## src/hdl/reset_seq_pkg.sv

```systemverilog
// Behaviour
// - Power-up delay of nominal 64 ms, started only by power-on or brown-out reset.
// - The power-up delay counts low-frequency oscillator ticks, not system clock cycles.
// - Internal reset stays asserted while the power-up delay runs.
// - Delay disable bit at 1 skips the power-up delay; at 0 applies it.
// - Two mode bits give four brown-out modes; mode 01 uses the software enable.
// - Hardware mode disables brown-out detection in sleep and ignores the software enable.
// - Supply below threshold longer than the qualifying time forces brown-out reset.
// - Power-on and brown-out reset wait for supply above threshold, then the enabled 64 ms delay.
// - Brown-out during the delay returns to brown-out reset and restarts the delay.
// - Calibration fuses live in a word at 2008h that bulk erase leaves intact.
// - Power-up delay starts after power-on reset; start-up count after the delay.
// - External clock with the delay disabled leaves reset without any timeout.
// - Timeouts run from power-on regardless of the reset pin; late release runs at once.
// - Crystal modes add 1024 oscillator periods after the delay, alone if no delay or on wake.
// - Brown-out flag cleared by brown-out reset, unchanged on power-on; software sets it.
// - Brown-out flag is meaningless while brown-out mode bits are 00.
// - Power-on flag cleared by power-on reset only; software writes 1 after power-on.
// - Power-on and brown-out set watchdog and sleep flags; watchdog wake-up clears both, watchdog reset only the watchdog flag.
// - Pin reset in sleep sets watchdog flag, clears sleep flag; otherwise flags unchanged.
// - Pin enable bit cleared ties the pin reset inactive and enables a weak pull-up.
package reset_seq_pkg;

    // Bus geometry and register indices; byte address is four times the index.
    localparam int ADDR_W = 12;
    localparam int IDX_W = 10;
    localparam logic [IDX_W-1:0] CORE_STATUS_IDX = 10'h003;
    localparam logic [IDX_W-1:0] POWER_CONTROL_IDX = 10'h08E;
    localparam logic [IDX_W-1:0] SEQ_STATUS_IDX = 10'h0A0;
    localparam logic [IDX_W-1:0] CAL_WORD_IDX = 10'h0A1;

    // Field positions.
    localparam int STATUS_TO_BIT = 4;
    localparam int STATUS_PD_BIT = 3;
    localparam int POWER_CONTROL_SOFTWARE_BROWNOUT_ENABLE_BIT = 4;
    localparam int POWER_CONTROL_POR_BIT = 1;
    localparam int POWER_CONTROL_BOR_BIT = 0;

    // Reset values of the watchdog, sleep and brown-out flags and the software enable.
    localparam logic FLAG_RESET = 1'b1;
    localparam logic SOFTWARE_BROWNOUT_ENABLE_RESET = 1'b1;

    // Location of the calibration word in configuration space.
    localparam logic [13:0] CAL_WORD_CFG_ADDR = 14'h2008;
    localparam int CAL_W = 8;

    // Timing: delays in their own units, counts derived from them.
    localparam int CLK_PERIOD_NS = 10;
    localparam longint POWER_UP_DELAY_TIMER_DELAY_US = 64000;
    localparam longint LF_FREQ_HZ = 31000;
    localparam int POWER_UP_DELAY_TIMER_TICKS = int'((POWER_UP_DELAY_TIMER_DELAY_US * LF_FREQ_HZ) / 64'd1000000);
    localparam int OST_PERIODS = 1024;
    localparam int BOR_MIN_NS = 100;
    localparam int BOR_MIN_CYC = (BOR_MIN_NS + CLK_PERIOD_NS - 1) / CLK_PERIOD_NS;
    localparam int CNT_W = 16;
    localparam int BOR_CNT_W = 8;

    // Brown-out mode encodings.
    localparam logic [1:0] BOR_OFF = 2'h0;
    localparam logic [1:0] BOR_SOFT = 2'h1;
    localparam logic [1:0] BOR_HW_SLEEP = 2'h2;
    localparam logic [1:0] BOR_ON = 2'h3;

    typedef enum logic [2:0] {
        OSC_LP = 3'h0,
        OSC_XT = 3'h1,
        OSC_HS = 3'h2,
        OSC_RC = 3'h3,
        OSC_EC = 3'h4,
        OSC_INT = 3'h5
    } osc_mode_t;

    typedef enum logic [4:0] {
        ST_POR = 5'h01,
        ST_BOR = 5'h02,
        ST_POWER_UP_DELAY_TIMER = 5'h04,
        ST_OST = 5'h08,
        ST_RUN = 5'h10
    } seq_state_t;

    // Configuration fuses.
    typedef struct packed {
        osc_mode_t osc_mode;
        logic power_delay_disable_n;
        logic [1:0] brownout_mode_select;
        logic external_reset_pin_enable;
    } cfg_t;

    // Analog monitors and core events.
    typedef struct packed {
        logic por_active;
        logic brownout_below;
        logic wdt_reset;
        logic wdt_wakeup;
        logic sleep_active;
    } events_t;

endpackage

```

## src/hdl/reset_timeout_sequencer.sv

```systemverilog
`timescale 1ns/1ps
// Reset release sequencer with reset-cause flags and an APB register port.
module reset_timeout_sequencer #(
    parameter int POWER_UP_DELAY_TIMER_TERMINAL = reset_seq_pkg::POWER_UP_DELAY_TIMER_TICKS,
    parameter int OST_TERMINAL = reset_seq_pkg::OST_PERIODS
) (
    input wire logic pclk,
    input wire logic presetn,
    input wire logic ce,
    input wire logic psel,
    input wire logic penable,
    input wire logic pwrite,
    input wire logic [reset_seq_pkg::ADDR_W-1:0] paddr,
    input wire logic [31:0] pwdata,
    input wire logic [3:0] pstrb,
    output logic [31:0] prdata,
    output logic pready,
    output logic pslverr,
    input wire reset_seq_pkg::cfg_t cfg,
    input wire reset_seq_pkg::events_t events,
    input wire logic external_reset_n,
    input wire logic low_freq_internal_clock,
    input wire logic main_osc_clock,
    input wire logic [reset_seq_pkg::CAL_W-1:0] brownout_cal_fuses,
    output logic core_reset,
    output logic run_enable,
    output logic brownout_enable,
    output logic weak_pullup_enable
);
    import reset_seq_pkg::*;

    typedef struct packed {
        seq_state_t state;
        logic wake_ost;
        logic sleep_prev;
        logic [BOR_CNT_W-1:0] bor_count;
        logic watchdog_expired_n;
        logic sleep_entered_n;
        logic power_on_flag_n;
        logic brownout_flag_n;
        logic software_brownout_enable;
        logic power_up_delay_timer_clear;
        logic ost_clear;
        logic power_up_delay_timer_run;
        logic ost_run;
        logic core_reset;
        logic run_enable;
        logic bor_enable;
        logic weak_pullup;
        logic [31:0] prdata;
        logic pready;
        logic pslverr;
    } seq_regs_t;

    localparam logic [BOR_CNT_W-1:0] BOR_LAST = BOR_CNT_W'(BOR_MIN_CYC - 1);

    seq_regs_t s_r;
    seq_regs_t s_nxt;
    logic lf_tick;
    logic osc_tick;
    logic power_up_delay_timer_done;
    logic ost_done;

    // Tick sources for the two timeout counters.
    edge_tick u_lf_tick (
        .pclk(pclk),
        .presetn(presetn),
        .ce(ce),
        .slow_in(low_freq_internal_clock),
        .tick(lf_tick)
    );

    edge_tick u_osc_tick (
        .pclk(pclk),
        .presetn(presetn),
        .ce(ce),
        .slow_in(main_osc_clock),
        .tick(osc_tick)
    );

    // Power-up delay counts low-frequency ticks to a parameterised terminal.
    delay_counter #(
        .TERMINAL(POWER_UP_DELAY_TIMER_TERMINAL)
    ) u_power_up_delay_timer (
        .pclk(pclk),
        .presetn(presetn),
        .ce(ce),
        .clear(s_r.power_up_delay_timer_clear),
        .run(s_r.power_up_delay_timer_run),
        .tick(lf_tick),
        .done(power_up_delay_timer_done)
    );

    // Oscillator start-up counter counts main oscillator periods.
    delay_counter #(
        .TERMINAL(OST_TERMINAL)
    ) u_oscillator_startup_counter (
        .pclk(pclk),
        .presetn(presetn),
        .ce(ce),
        .clear(s_r.ost_clear),
        .run(s_r.ost_run),
        .tick(osc_tick),
        .done(ost_done)
    );

    // Sequencer, flags and bus slave in one next-state process.
    always_comb begin
        logic ext_active;
        logic bor_en;
        logic below;
        logic bor_trip;
        logic crystal;
        logic wake;
        logic setup;
        logic access;
        logic [IDX_W-1:0] idx;
        ext_active = 1'b0;
        bor_en = 1'b0;
        below = 1'b0;
        bor_trip = 1'b0;
        crystal = 1'b0;
        wake = 1'b0;
        setup = 1'b0;
        access = 1'b0;
        idx = paddr[ADDR_W-1:2];
        s_nxt = s_r;
        s_nxt.power_up_delay_timer_clear = 1'b0;
        s_nxt.ost_clear = 1'b0;

        // A cleared pin enable ties the pin reset off and turns on the pull-up.
        ext_active = cfg.external_reset_pin_enable & ~external_reset_n;
        s_nxt.weak_pullup = ~cfg.external_reset_pin_enable;

        // Brown-out mode decode.
        case (cfg.brownout_mode_select)
            BOR_OFF: bor_en = 1'b0;
            BOR_SOFT: bor_en = s_r.software_brownout_enable;
            BOR_HW_SLEEP: bor_en = ~events.sleep_active;
            BOR_ON: bor_en = 1'b1;
            default: bor_en = 1'b0;
        endcase
        s_nxt.bor_enable = bor_en;
        below = bor_en & events.brownout_below;

        // Qualify a low supply for the minimum duration before tripping.
        if (!below) begin
            s_nxt.bor_count = '0;
        end else if (s_r.bor_count != BOR_LAST) begin
            s_nxt.bor_count = s_r.bor_count + 1'b1;
        end
        bor_trip = below && (s_r.bor_count == BOR_LAST);

        crystal = (cfg.osc_mode == OSC_LP) || (cfg.osc_mode == OSC_XT) || (cfg.osc_mode == OSC_HS);
        s_nxt.sleep_prev = events.sleep_active;
        wake = s_r.sleep_prev & ~events.sleep_active;

        // APB write to the power control register; hardware events below override it.
        setup = psel & ~penable;
        access = psel & penable & s_r.pready;
        if (access && pwrite && pstrb[0] && (idx == POWER_CONTROL_IDX)) begin
            s_nxt.software_brownout_enable = pwdata[POWER_CONTROL_SOFTWARE_BROWNOUT_ENABLE_BIT];
            s_nxt.power_on_flag_n = pwdata[POWER_CONTROL_POR_BIT];
            s_nxt.brownout_flag_n = pwdata[POWER_CONTROL_BOR_BIT];
        end

        // Reset-cause flag updates; these win over a software write in the same cycle.
        if (events.por_active) begin
            s_nxt.power_on_flag_n = 1'b0;
            s_nxt.watchdog_expired_n = 1'b1;
            s_nxt.sleep_entered_n = 1'b1;
        end else if (bor_trip) begin
            s_nxt.brownout_flag_n = 1'b0;
            s_nxt.watchdog_expired_n = 1'b1;
            s_nxt.sleep_entered_n = 1'b1;
        end else if (events.wdt_wakeup) begin
            s_nxt.watchdog_expired_n = 1'b0;
            s_nxt.sleep_entered_n = 1'b0;
        end else if (events.wdt_reset) begin
            s_nxt.watchdog_expired_n = 1'b0;
        end else if (ext_active && events.sleep_active) begin
            s_nxt.watchdog_expired_n = 1'b1;
            s_nxt.sleep_entered_n = 1'b0;
        end

        // Timeout sequence; power-on and brown-out take priority over every state.
        if (events.por_active) begin
            s_nxt.state = ST_POR;
            s_nxt.power_up_delay_timer_clear = 1'b1;
            s_nxt.ost_clear = 1'b1;
            s_nxt.wake_ost = 1'b0;
        end else if (bor_trip) begin
            s_nxt.state = ST_BOR;
            s_nxt.power_up_delay_timer_clear = 1'b1;
            s_nxt.ost_clear = 1'b1;
            s_nxt.wake_ost = 1'b0;
        end else begin
            case (s_r.state)
                ST_POR, ST_BOR: begin
                    // Wait for the supply to be back above the threshold.
                    if (!below) begin
                        if (!cfg.power_delay_disable_n) begin
                            s_nxt.state = ST_POWER_UP_DELAY_TIMER;
                        end else if (crystal) begin
                            s_nxt.state = ST_OST;
                        end else begin
                            s_nxt.state = ST_RUN;
                        end
                    end
                end
                ST_POWER_UP_DELAY_TIMER: begin
                    if (power_up_delay_timer_done) begin
                        s_nxt.state = crystal ? ST_OST : ST_RUN;
                    end
                end
                ST_OST: begin
                    if (ost_done) begin
                        s_nxt.state = ST_RUN;
                        s_nxt.wake_ost = 1'b0;
                    end
                end
                ST_RUN: begin
                    // Wake from sleep in crystal modes waits for the oscillator again.
                    if (wake && crystal) begin
                        s_nxt.state = ST_OST;
                        s_nxt.ost_clear = 1'b1;
                        s_nxt.wake_ost = 1'b1;
                    end
                end
                default: begin
                    s_nxt.state = ST_POR;
                    s_nxt.power_up_delay_timer_clear = 1'b1;
                    s_nxt.ost_clear = 1'b1;
                end
            endcase
        end
        s_nxt.power_up_delay_timer_run = (s_nxt.state == ST_POWER_UP_DELAY_TIMER);
        s_nxt.ost_run = (s_nxt.state == ST_OST);

        // Core reset follows the sequence; the pin acts on its own after the timeouts.
        s_nxt.core_reset = (s_nxt.state != ST_RUN && !(s_nxt.state == ST_OST && s_nxt.wake_ost))
            || ext_active || events.wdt_reset;
        s_nxt.run_enable = (s_nxt.state == ST_RUN) && !ext_active && !events.wdt_reset;

        // Bus slave: data is latched in the setup cycle and the access phase ends at once.
        if (setup) begin
            s_nxt.pready = 1'b1;
            s_nxt.pslverr = 1'b0;
            s_nxt.prdata = '0;
            case (idx)
                CORE_STATUS_IDX: begin
                    s_nxt.prdata[STATUS_TO_BIT] = s_r.watchdog_expired_n;
                    s_nxt.prdata[STATUS_PD_BIT] = s_r.sleep_entered_n;
                end
                POWER_CONTROL_IDX: begin
                    s_nxt.prdata[POWER_CONTROL_SOFTWARE_BROWNOUT_ENABLE_BIT] = s_r.software_brownout_enable;
                    s_nxt.prdata[POWER_CONTROL_POR_BIT] = s_r.power_on_flag_n;
                    s_nxt.prdata[POWER_CONTROL_BOR_BIT] = s_r.brownout_flag_n;
                end
                SEQ_STATUS_IDX: begin
                    s_nxt.prdata = {24'h000000, s_r.bor_enable, s_r.run_enable, s_r.core_reset, s_r.state};
                end
                CAL_WORD_IDX: begin
                    // Calibration fuses are read only and no path here can erase them.
                    s_nxt.prdata = {24'h000000, brownout_cal_fuses};
                end
                default: begin
                    s_nxt.pslverr = 1'b1;
                end
            endcase
        end else if (access) begin
            s_nxt.pready = 1'b0;
            s_nxt.pslverr = 1'b0;
        end
    end

    // State register; the clock enable freezes everything.
    always_ff @(posedge pclk or negedge presetn) begin
        if (!presetn) begin
            s_r <= '0;
            s_r.state <= ST_POR;
            s_r.watchdog_expired_n <= FLAG_RESET;
            s_r.sleep_entered_n <= FLAG_RESET;
            s_r.power_on_flag_n <= 1'b0;
            s_r.brownout_flag_n <= FLAG_RESET;
            s_r.software_brownout_enable <= SOFTWARE_BROWNOUT_ENABLE_RESET;
            s_r.power_up_delay_timer_clear <= 1'b1;
            s_r.ost_clear <= 1'b1;
            s_r.core_reset <= 1'b1;
        end else if (ce) begin
            s_r <= s_nxt;
        end
    end

    assign prdata = s_r.prdata;
    assign pready = s_r.pready;
    assign pslverr = s_r.pslverr;
    assign core_reset = s_r.core_reset;
    assign run_enable = s_r.run_enable;
    assign brownout_enable = s_r.bor_enable;
    assign weak_pullup_enable = s_r.weak_pullup;
endmodule

```

## src/hdl/edge_tick.sv

```systemverilog
`timescale 1ns/1ps
// Turns a slow clock input, sampled on pclk, into one-cycle tick pulses.
module edge_tick (
    input wire logic pclk,
    input wire logic presetn,
    input wire logic ce,
    input wire logic slow_in,
    output logic tick
);
    typedef struct packed {
        logic prev;
        logic tick;
    } tick_state_t;

    tick_state_t s_r;
    tick_state_t s_nxt;

    // A rising edge of the slow input gives one tick.
    always_comb begin
        s_nxt = s_r;
        s_nxt.prev = slow_in;
        s_nxt.tick = slow_in & ~s_r.prev;
    end

    always_ff @(posedge pclk or negedge presetn) begin
        if (!presetn) begin
            s_r <= '0;
        end else if (ce) begin
            s_r <= s_nxt;
        end
    end

    assign tick = s_r.tick;
endmodule

```

## src/hdl/delay_counter.sv

```systemverilog
`timescale 1ns/1ps
// Counts ticks up to a terminal count and then holds done until cleared.
module delay_counter #(
    parameter int TERMINAL = 1024
) (
    input wire logic pclk,
    input wire logic presetn,
    input wire logic ce,
    input wire logic clear,
    input wire logic run,
    input wire logic tick,
    output logic done
);
    import reset_seq_pkg::*;

    typedef struct packed {
        logic [CNT_W-1:0] count;
        logic done;
    } cnt_state_t;

    localparam logic [CNT_W-1:0] LAST = CNT_W'(TERMINAL - 1);

    cnt_state_t s_r;
    cnt_state_t s_nxt;

    // Clear restarts the count; ticks advance it only while running.
    always_comb begin
        s_nxt = s_r;
        if (clear) begin
            s_nxt = '0;
        end else if (run && tick && !s_r.done) begin
            s_nxt.count = s_r.count + 1'b1;
            s_nxt.done = (s_r.count == LAST);
        end
    end

    always_ff @(posedge pclk or negedge presetn) begin
        if (!presetn) begin
            s_r <= '0;
        end else if (ce) begin
            s_r <= s_nxt;
        end
    end

    assign done = s_r.done;
endmodule

```

## config.mk

```make
export PLATFORM = sky130hd
export DESIGN_NAME = reset_timeout_sequencer
export DESIGN_NICKNAME = d
export VERILOG_FILES = /design/src/hdl/reset_seq_pkg.sv /design/src/hdl/reset_timeout_sequencer.sv /design/src/hdl/edge_tick.sv /design/src/hdl/delay_counter.sv
export SDC_FILE = /design/constraint.sdc
export NUM_CORES = 1
export LEC_CHECK = 0
export ABC_AREA = 0
export BUFFER_PORTS_ARGS = -buffer_cell sky130_fd_sc_hd__buf_2
export CAP_MARGIN = 20
export CORE_MARGIN = 2
export CORE_UTILIZATION = 45
export CTS_BUF_LIST = sky130_fd_sc_hd__clkbuf_4 sky130_fd_sc_hd__clkbuf_8 sky130_fd_sc_hd__clkbuf_16
export CTS_CLUSTER_SIZE = 25
export DETAILED_ROUTE_END_ITERATION = 8
export PLACE_DENSITY_LB_ADDON = 0.3
export SLEW_MARGIN = 20
export SYNTH_ARGS = -nofsm -noshare
export SYNTH_HDL_FRONTEND = slang
export SYNTH_HIERARCHICAL = 1
export SYNTH_SLANG_ARGS = --single-unit
```

## constraint.sdc

```tcl
create_clock -name pclk -period 2.7 [get_ports pclk]
set_clock_uncertainty 0.1 [all_clocks]
set_input_delay 0.135 -clock pclk [delete_from_list [all_inputs] [get_ports pclk]]
set_output_delay 0.135 -clock pclk [all_outputs]
set_load 0.005 [all_outputs]
```

==> results.cfg, run 1 <==
[synthesis]
synth.largest_area_cell = dfrtp_1
synth-edff-count = 0
ys.flop_type = dfrtp_1
ys_types = 70
synth.area.top_cells = dfrtp_1 37%, buf_4 5.9%, dfstp_2 4.6%
yosysWarnings = 6
synth_top_area_share_pct = 37.4
seq_area_frac_synth_pct = 42.1
async_flop_share_pct = 100
synthCells = 479
synthesis.area_um2 = 4540
avgSynthCellArea_um2 = 9.49
synth_seq_cells = 76

[power_and_ir_drop]
power_w = 0.00251
p_leak_nw = 2.30
power_frac_seq_pct = 49.5
peakVddDrop_v = 0.000228
power_frac_comb_pct = 13.0
clkPwrFrac_pct = 37.6
p_switching_w = 0.000678
swShare_pct = 27.0
p_int_w = 0.00183
power.density_nw_per_um2 = 495

[routing]
via_per_inst = 5.50
dr.pass1.iters = 5
drt_iter0_drc = 216
post_drt_wl_per_cell_um = 14.4
drt-total-wl_mm = 9.65
drc = 0
vias = 3680
ant_nets = 0

[clocking]
cts_tree = built
ctsHtreeMaxLevel = 3
clk_pin_slew_worst_paths_ns = 0.08
clock_sink_count = 76
cts-root-buf = clkbuf_8
postCtsSetupRepairBufs = 0
ctsHoldBuffers = 12
insertion_delay_ns = 0.35
cts-resized-gates = 0
cts_buffers = 9
clock_path_buffers = 2

[timing]
hold_viol_final = 0
timing.setup.tns_ns = 0
period_needed_ns = 2.26
max_freq_ghz = 0.443
max-slew-margin-rel_pct = 36.2
fin_crit_sh_pct = 83.6
tightest_slew_ns = 0.957
slew_violations = 0
rsz0062_at_grt = false
report.final.setup_viol = 0

[final_layout]
area_delta_synth_final_pct = 11.6
n_fill_cell = 925
layout-drive-gt1-share_pct = 21.1
num_antenna_cells = 0
nets = 612

[worst_setup_path]
critPathMaxStageDelay_ns = 0.40
startpoint_type = flop
r2r-end = core_reset
worstSetupEndpointType = flop
r2r_cells = 8
critical_path.reg2reg.startpoint = s_r[48]
path_cells = inv_1, ha_1, nor4b_1, o2111ai_1, nor2b_1, and2_1, a21boi_0, a211oi_1
reg2reg_slack_ns = 0.44
cp.required_ns = 2.85
criticalPathCategory = reg2reg
arrival_ns = 2.41
crit_fanout = 4
cpMaxStageDelayCell = dfrtp_1

[place]
globalplace.congestion = 0.824
hpwl_mm = 6.95
portBuffers = 56

[global_route]
first_global_vias = 3386
grt_pass1_wl_mm = 16.5
track_usage_pct = 18.4
overflow = 0
antenna_found_initial = 1
grt_max_degree = 77

[floorplan]
start_util_pct = 46.5
die_area_um2 = 10900
coreArea_um2 = 9770
boundaryPins = 115
die_h_um = 104
rows = 36
die_w_um = 104

[job]
maxCapViolations = 0

[outcome]
status = completed

[hold_path]
whs_path_depth = 3
min-delay-start = brownout_cal_fuses[7]
min_path_type = in2reg
min_to = prdata[7]
==> metal layers <==
metal | up-vias | global-route usage, % | part of all wire (%)
met5 | - | 0 | 0.073
met4 | 2 | 5.89 | 1.5
met3 | 18 | 3.45 | 4.0
met2 | 79 | 29.2 | 46
met1 | 1782 | 25.5 | 48
li1 | 1799 | - | -
==> power by group through the flow <==
| stage | sequential [W] | combinational, W | clock (W) |
|---|---|---|---|
| finish | 0.00124 | 0.000325 | 0.000942 |
| detailed placement | 0.00126 | 0.000311 | 0 |
| global placement | 0.00126 | 0.000305 | 0 |
| CTS | 0.00124 | 0.000328 | 0.000967 |
| floorplan | 0.00124 | 0.000243 | 0 |
| global route | 0.00125 | 0.000364 | 0.00102 |
==> cells in the mapped netlist, types with 3 or more instances <==
library cell  instances
dfrtp_1              68
nor4b_1               4
nor2_1               27
ha_1                  4
dfstp_2               8
a31o_2                3
a211oi_1              7
o31ai_1               9
a22o_1                3
nand2_1              49
mux2_2                3
nor2b_1               4
or3_1                 5
a21oi_1              31
a31oi_1               5
and3_1                6
xnor2_1               7
buf_4                36
and2_1                4
buf_6                 3
buf_2                 5
nor4_1                6
nand2b_1              4
o2111ai_1             3
nand3b_1              6
a211o_1               3
clkbuf_1              7
a41o_1                3
nand4_1              10
o21a_1                4
nand3_1              19
or4_1                 5
and4_1                3
nor3_1                6
mux2i_1              11
a211oi_2              3
inv_1                17
xor2_1                7
o21ai_0              31
==> critical path, delay by kind of cell (launching register included) <==
family	cells	cell delay, ns
flip-flops	1	0.40
adder cells (fa/ha/maj)	1	0.13
buffers and inverters	1	0.08
AO/OA/AOI/OAI	3	0.70
AND/OR/NAND/NOR	3	0.76
==> layout make-up <==
class                      instances  area [um^2]  share of cell area [%]
timing repair buffer              71          425                    8.38
clock inverter                     7         91.3                    1.80
tap                              133          166                    3.28
inverter                          17         63.8                    1.26
clock buffer                       9          124                    2.44
multi-input combinational        356         2290                    45.2
sequential                        76         1910                    37.7
==> registers in the layout, indices dropped and copies added (netlist names) <==
register	flops
brownout_enable	1
core_reset	1
prdata	8
pready	1
pslverr	1
run_enable	1
s_r	24
u_lf_tick/s_r	1
u_lf_tick/tick	1
u_osc_tick/s_r	1
u_osc_tick/tick	1
u_oscillator_startup_counter/done	1
u_oscillator_startup_counter/s_r	16
u_power_up_delay_timer/done	1
u_power_up_delay_timer/s_r	16
weak_pullup_enable	1
==> placed cells by master (no fill, tap or decap), drive strengths merged, types with 6 or more instances in the layout <==
cell type / n
xnor2: 7
and3: 6
mux2i: 11
nand3b: 6
nand4: 12
o21ai: 33
dfstp: 8
buf: 59
nand2: 50
o31ai: 9
conb: 24
or3: 6
nor4: 6
clkbuf: 9
dlygate4sd3: 12
xor2: 7
inv: 17
nor3: 6
and4: 6
dfrtp: 68
a211oi: 10
a21oi: 31
nor2: 27
nand3: 19
==> cell families (layout without fill, tap and decap cells) <==
logic type / Yosys count / count (layout) / share of synthesized area (%)
flip-flops: 76 / 76 / 42.1
multiplexers: 16 / 16 / 3.83
AND/OR/NAND/NOR: 177 / 177 / 22.2
XOR/XNOR: 14 / 14 / 2.70
AO/OA/AOI/OAI: 121 / 121 / 18.6
other: 1 / 24 / 0.0825
adder cells (fa/ha/maj): 4 / 4 / 1.10
buffers and inverters: 70 / 104 / 9.42
==> through the flow <==
stage	worst slack [ns]	hold WS, ns	area, um^2	cells	utilization, %
floorplan	0.767	-0.261	4630	502	-
global placement	0.548	0.248	4740	641	48.5
detailed placement	0.492	0.255	4740	641	48.5
CTS	0.425	0.0177	5070	669	51.9
global route	0.189	0.0146	5070	669	51.9
finish	0.442	0.0247	5070	669	51.9
==> worst max-delay path by stage <==
stage                 start  slack, ns    endpoint
finish              s_r[48]       0.44  core_reset
global route        s_r[48]       0.19  core_reset
CTS                 s_r[48]       0.43  core_reset
detailed placement  s_r[59]       0.49  core_reset
global placement    s_r[42]       0.55  core_reset
floorplan           s_r[59]       0.77  core_reset
(Power assumes the default switching activity.)
==> run 2: changes to the inputs <==
==> constraint.sdc (replaced) <==
create_clock -name pclk -period 1.9 [get_ports pclk]
set_clock_uncertainty 0.1 [all_clocks]
set_input_delay 0.095 -clock pclk [delete_from_list [all_inputs] [get_ports pclk]]
set_output_delay 0.095 -clock pclk [all_outputs]
set_load 0.005 [all_outputs]
==> run 2 against run 1 <==
  * The flow now finishes with violations (negative setup slack)
  * Critical path depth down 2
  * Worst hold slack better by 0.027 ns
  * Sequential share of layout area down 3.6 points
  * Total power up 51%
  * Non-clock buffer count up 48
  * Via count up 4.4%
  * Largest power group unchanged
  * Highest routed layer is now met4
==> results.cfg, run 2 (same netlist as run 1, synthesis figures left out) <==
[outcome]
status = finished with violations
violations = negative setup slack

[routing]
vias = 3842
dr.pass1.iters = 4
via_per_inst = 5.36
drt-total-wl_mm = 10.4
ant_nets = 0
drc = 0
post_drt_wl_per_cell_um = 14.5
drt_iter0_drc = 195

[final_layout]
final_common_cell = dfrtp_1
largest_register_ffs = 24
nets = 660
area_delta_synth_final_pct = 23.4
num_antenna_cells = 0
layout-drive-gt1-share_pct = 30.0
stdcell_count = 717
reg_top3 = s_r: 24 flops, u_oscillator_startup_counter/s_r: 16 flops, u_power_up_delay_timer/s_r: 16 flops
mostFrequentLayoutCells = 67 x dfrtp_1, 55 x buf_2, 48 x nand2_1
top_register = s_r

[hold_path]
whs_path_depth = 4
min_path_type = in2reg

[floorplan]
die_area_um2 = 10900
die_h_um = 104
coreArea_um2 = 9770
boundaryPins = 115
start_util_pct = 46.5
die_w_um = 104
rows = 36

[place]
hpwl_mm = 7.57
globalplace.congestion = 0.882
dp.cells = 680
portBuffers = 56

[timing]
period_needed_ns = 2.00
max-slew-margin-rel_pct = 66.4
hold_viol_final = 0
slew_violations = 0
max_freq_ghz = 0.499
timing.setup.tns_ns = -0.292
fin_crit_sh_pct = 105
rsz0062_at_grt = true
tightest_slew_ns = 0.504
report.final.setup_viol = 7
fin_ws_ns = -0.103

[power_and_ir_drop]
power.density_nw_per_um2 = 678
p_leak_nw = 2.59
power_w = 0.00380
peakVddDrop_v = 0.000394

[clocking]
cts-root-buf = clkbuf_8
clock_sink_count = 76
clock_path_buffers = 2
clk_pin_slew_worst_paths_ns = 0.08
ctsHtreeMaxLevel = 3
insertion_delay_ns = 0.35
cts_tree = built
cts_buffers = 9

[global_route]
antenna_found_initial = 0
overflow = 0
first_global_vias = 3722
grt_max_degree = 42
grt_pass1_wl_mm = 17.5
track_usage_pct = 19.6

[worst_setup_path]
worstSetupEndpointType = flop
crit_fanout = 5
criticalPathCategory = reg2reg
startpoint_type = flop
cp.required_ns = 2.07
r2r_cells = 6
arrival_ns = 2.17

[job]
maxCapViolations = 0
[run 2: through the flow]
step,hold WS [ns],util (%),setup WS (ns),cell area [um^2]
detailed placement,0.00324,51.7,-0.0892,5050
global route,0.0608,57.4,-0.194,5610
global placement,-0.00139,51.7,-0.0500,5050
finish,0.0514,57.4,-0.103,5610
floorplan,-0.301,-,0.0217,4640
CTS,0.0360,56.3,-0.0236,5500
[run 2: worst paths after layout]
kind	startpoint	endpoint	slack [ns]
setup / recovery	s_r[57]	core_reset	-0.10
hold reg to reg	prdata[0]	prdata[0]	0.38
min in group asynchronous	presetn	u_power_up_delay_timer/s_r[6]	0.16
setup reg to reg	s_r[57]	core_reset	-0.10
hold / removal	paddr[9]	prdata[3]	0.05
max in group asynchronous	presetn	s_r[40]	0.86
[run 2: where the power goes]
part / switching [W] / total (W) / internal (W)
clock: 0.000590 / 0.00139 / 0.000803
sequential: 0.0000609 / 0.00175 / 0.00169
combinational: 0.000354 / 0.000662 / 0.000308
[run 2: metal layers]
metal,vias up,global-route usage (%),share of wire (%)
li1,1894,-,-
met4,0,6.37,1.0
met3,10,4.45,5.3
met1,1828,26.5,46
met5,-,0,0
met2,110,31.1,48
[run 2: critical path, stage by stage, from the launching register on]
cell      delay (ns)
dfstp_2         0.59
xnor2_2         0.09
or4_4           0.44
o31ai_2         0.29
buf_4           0.18
nor3b_2         0.05
a211oi_1        0.20
[run 2: what timing repair did]
action                                 4_1_cts  5_1_grt
setup buffers                                2        1
pin swaps                                    4        5
endpoints found under the hold margin       53        0
hold buffers                                18        0
setup endpoints to repair                   11       18
cloned                                       0        0
gates resized for setup                      9       20
[run 2: final cells by class]
| type | instances | area, um^2 |
|---|---|---|
| fill | 868 | 4170 |
| clock buffer | 12 | 153 |
| inverter | 17 | 63.8 |
| tap | 133 | 166 |
| clock inverter | 4 | 72.6 |
| sequential | 76 | 1910 |
| timing repair buffer | 119 | 821 |
| multi-input combinational | 356 | 2420 |
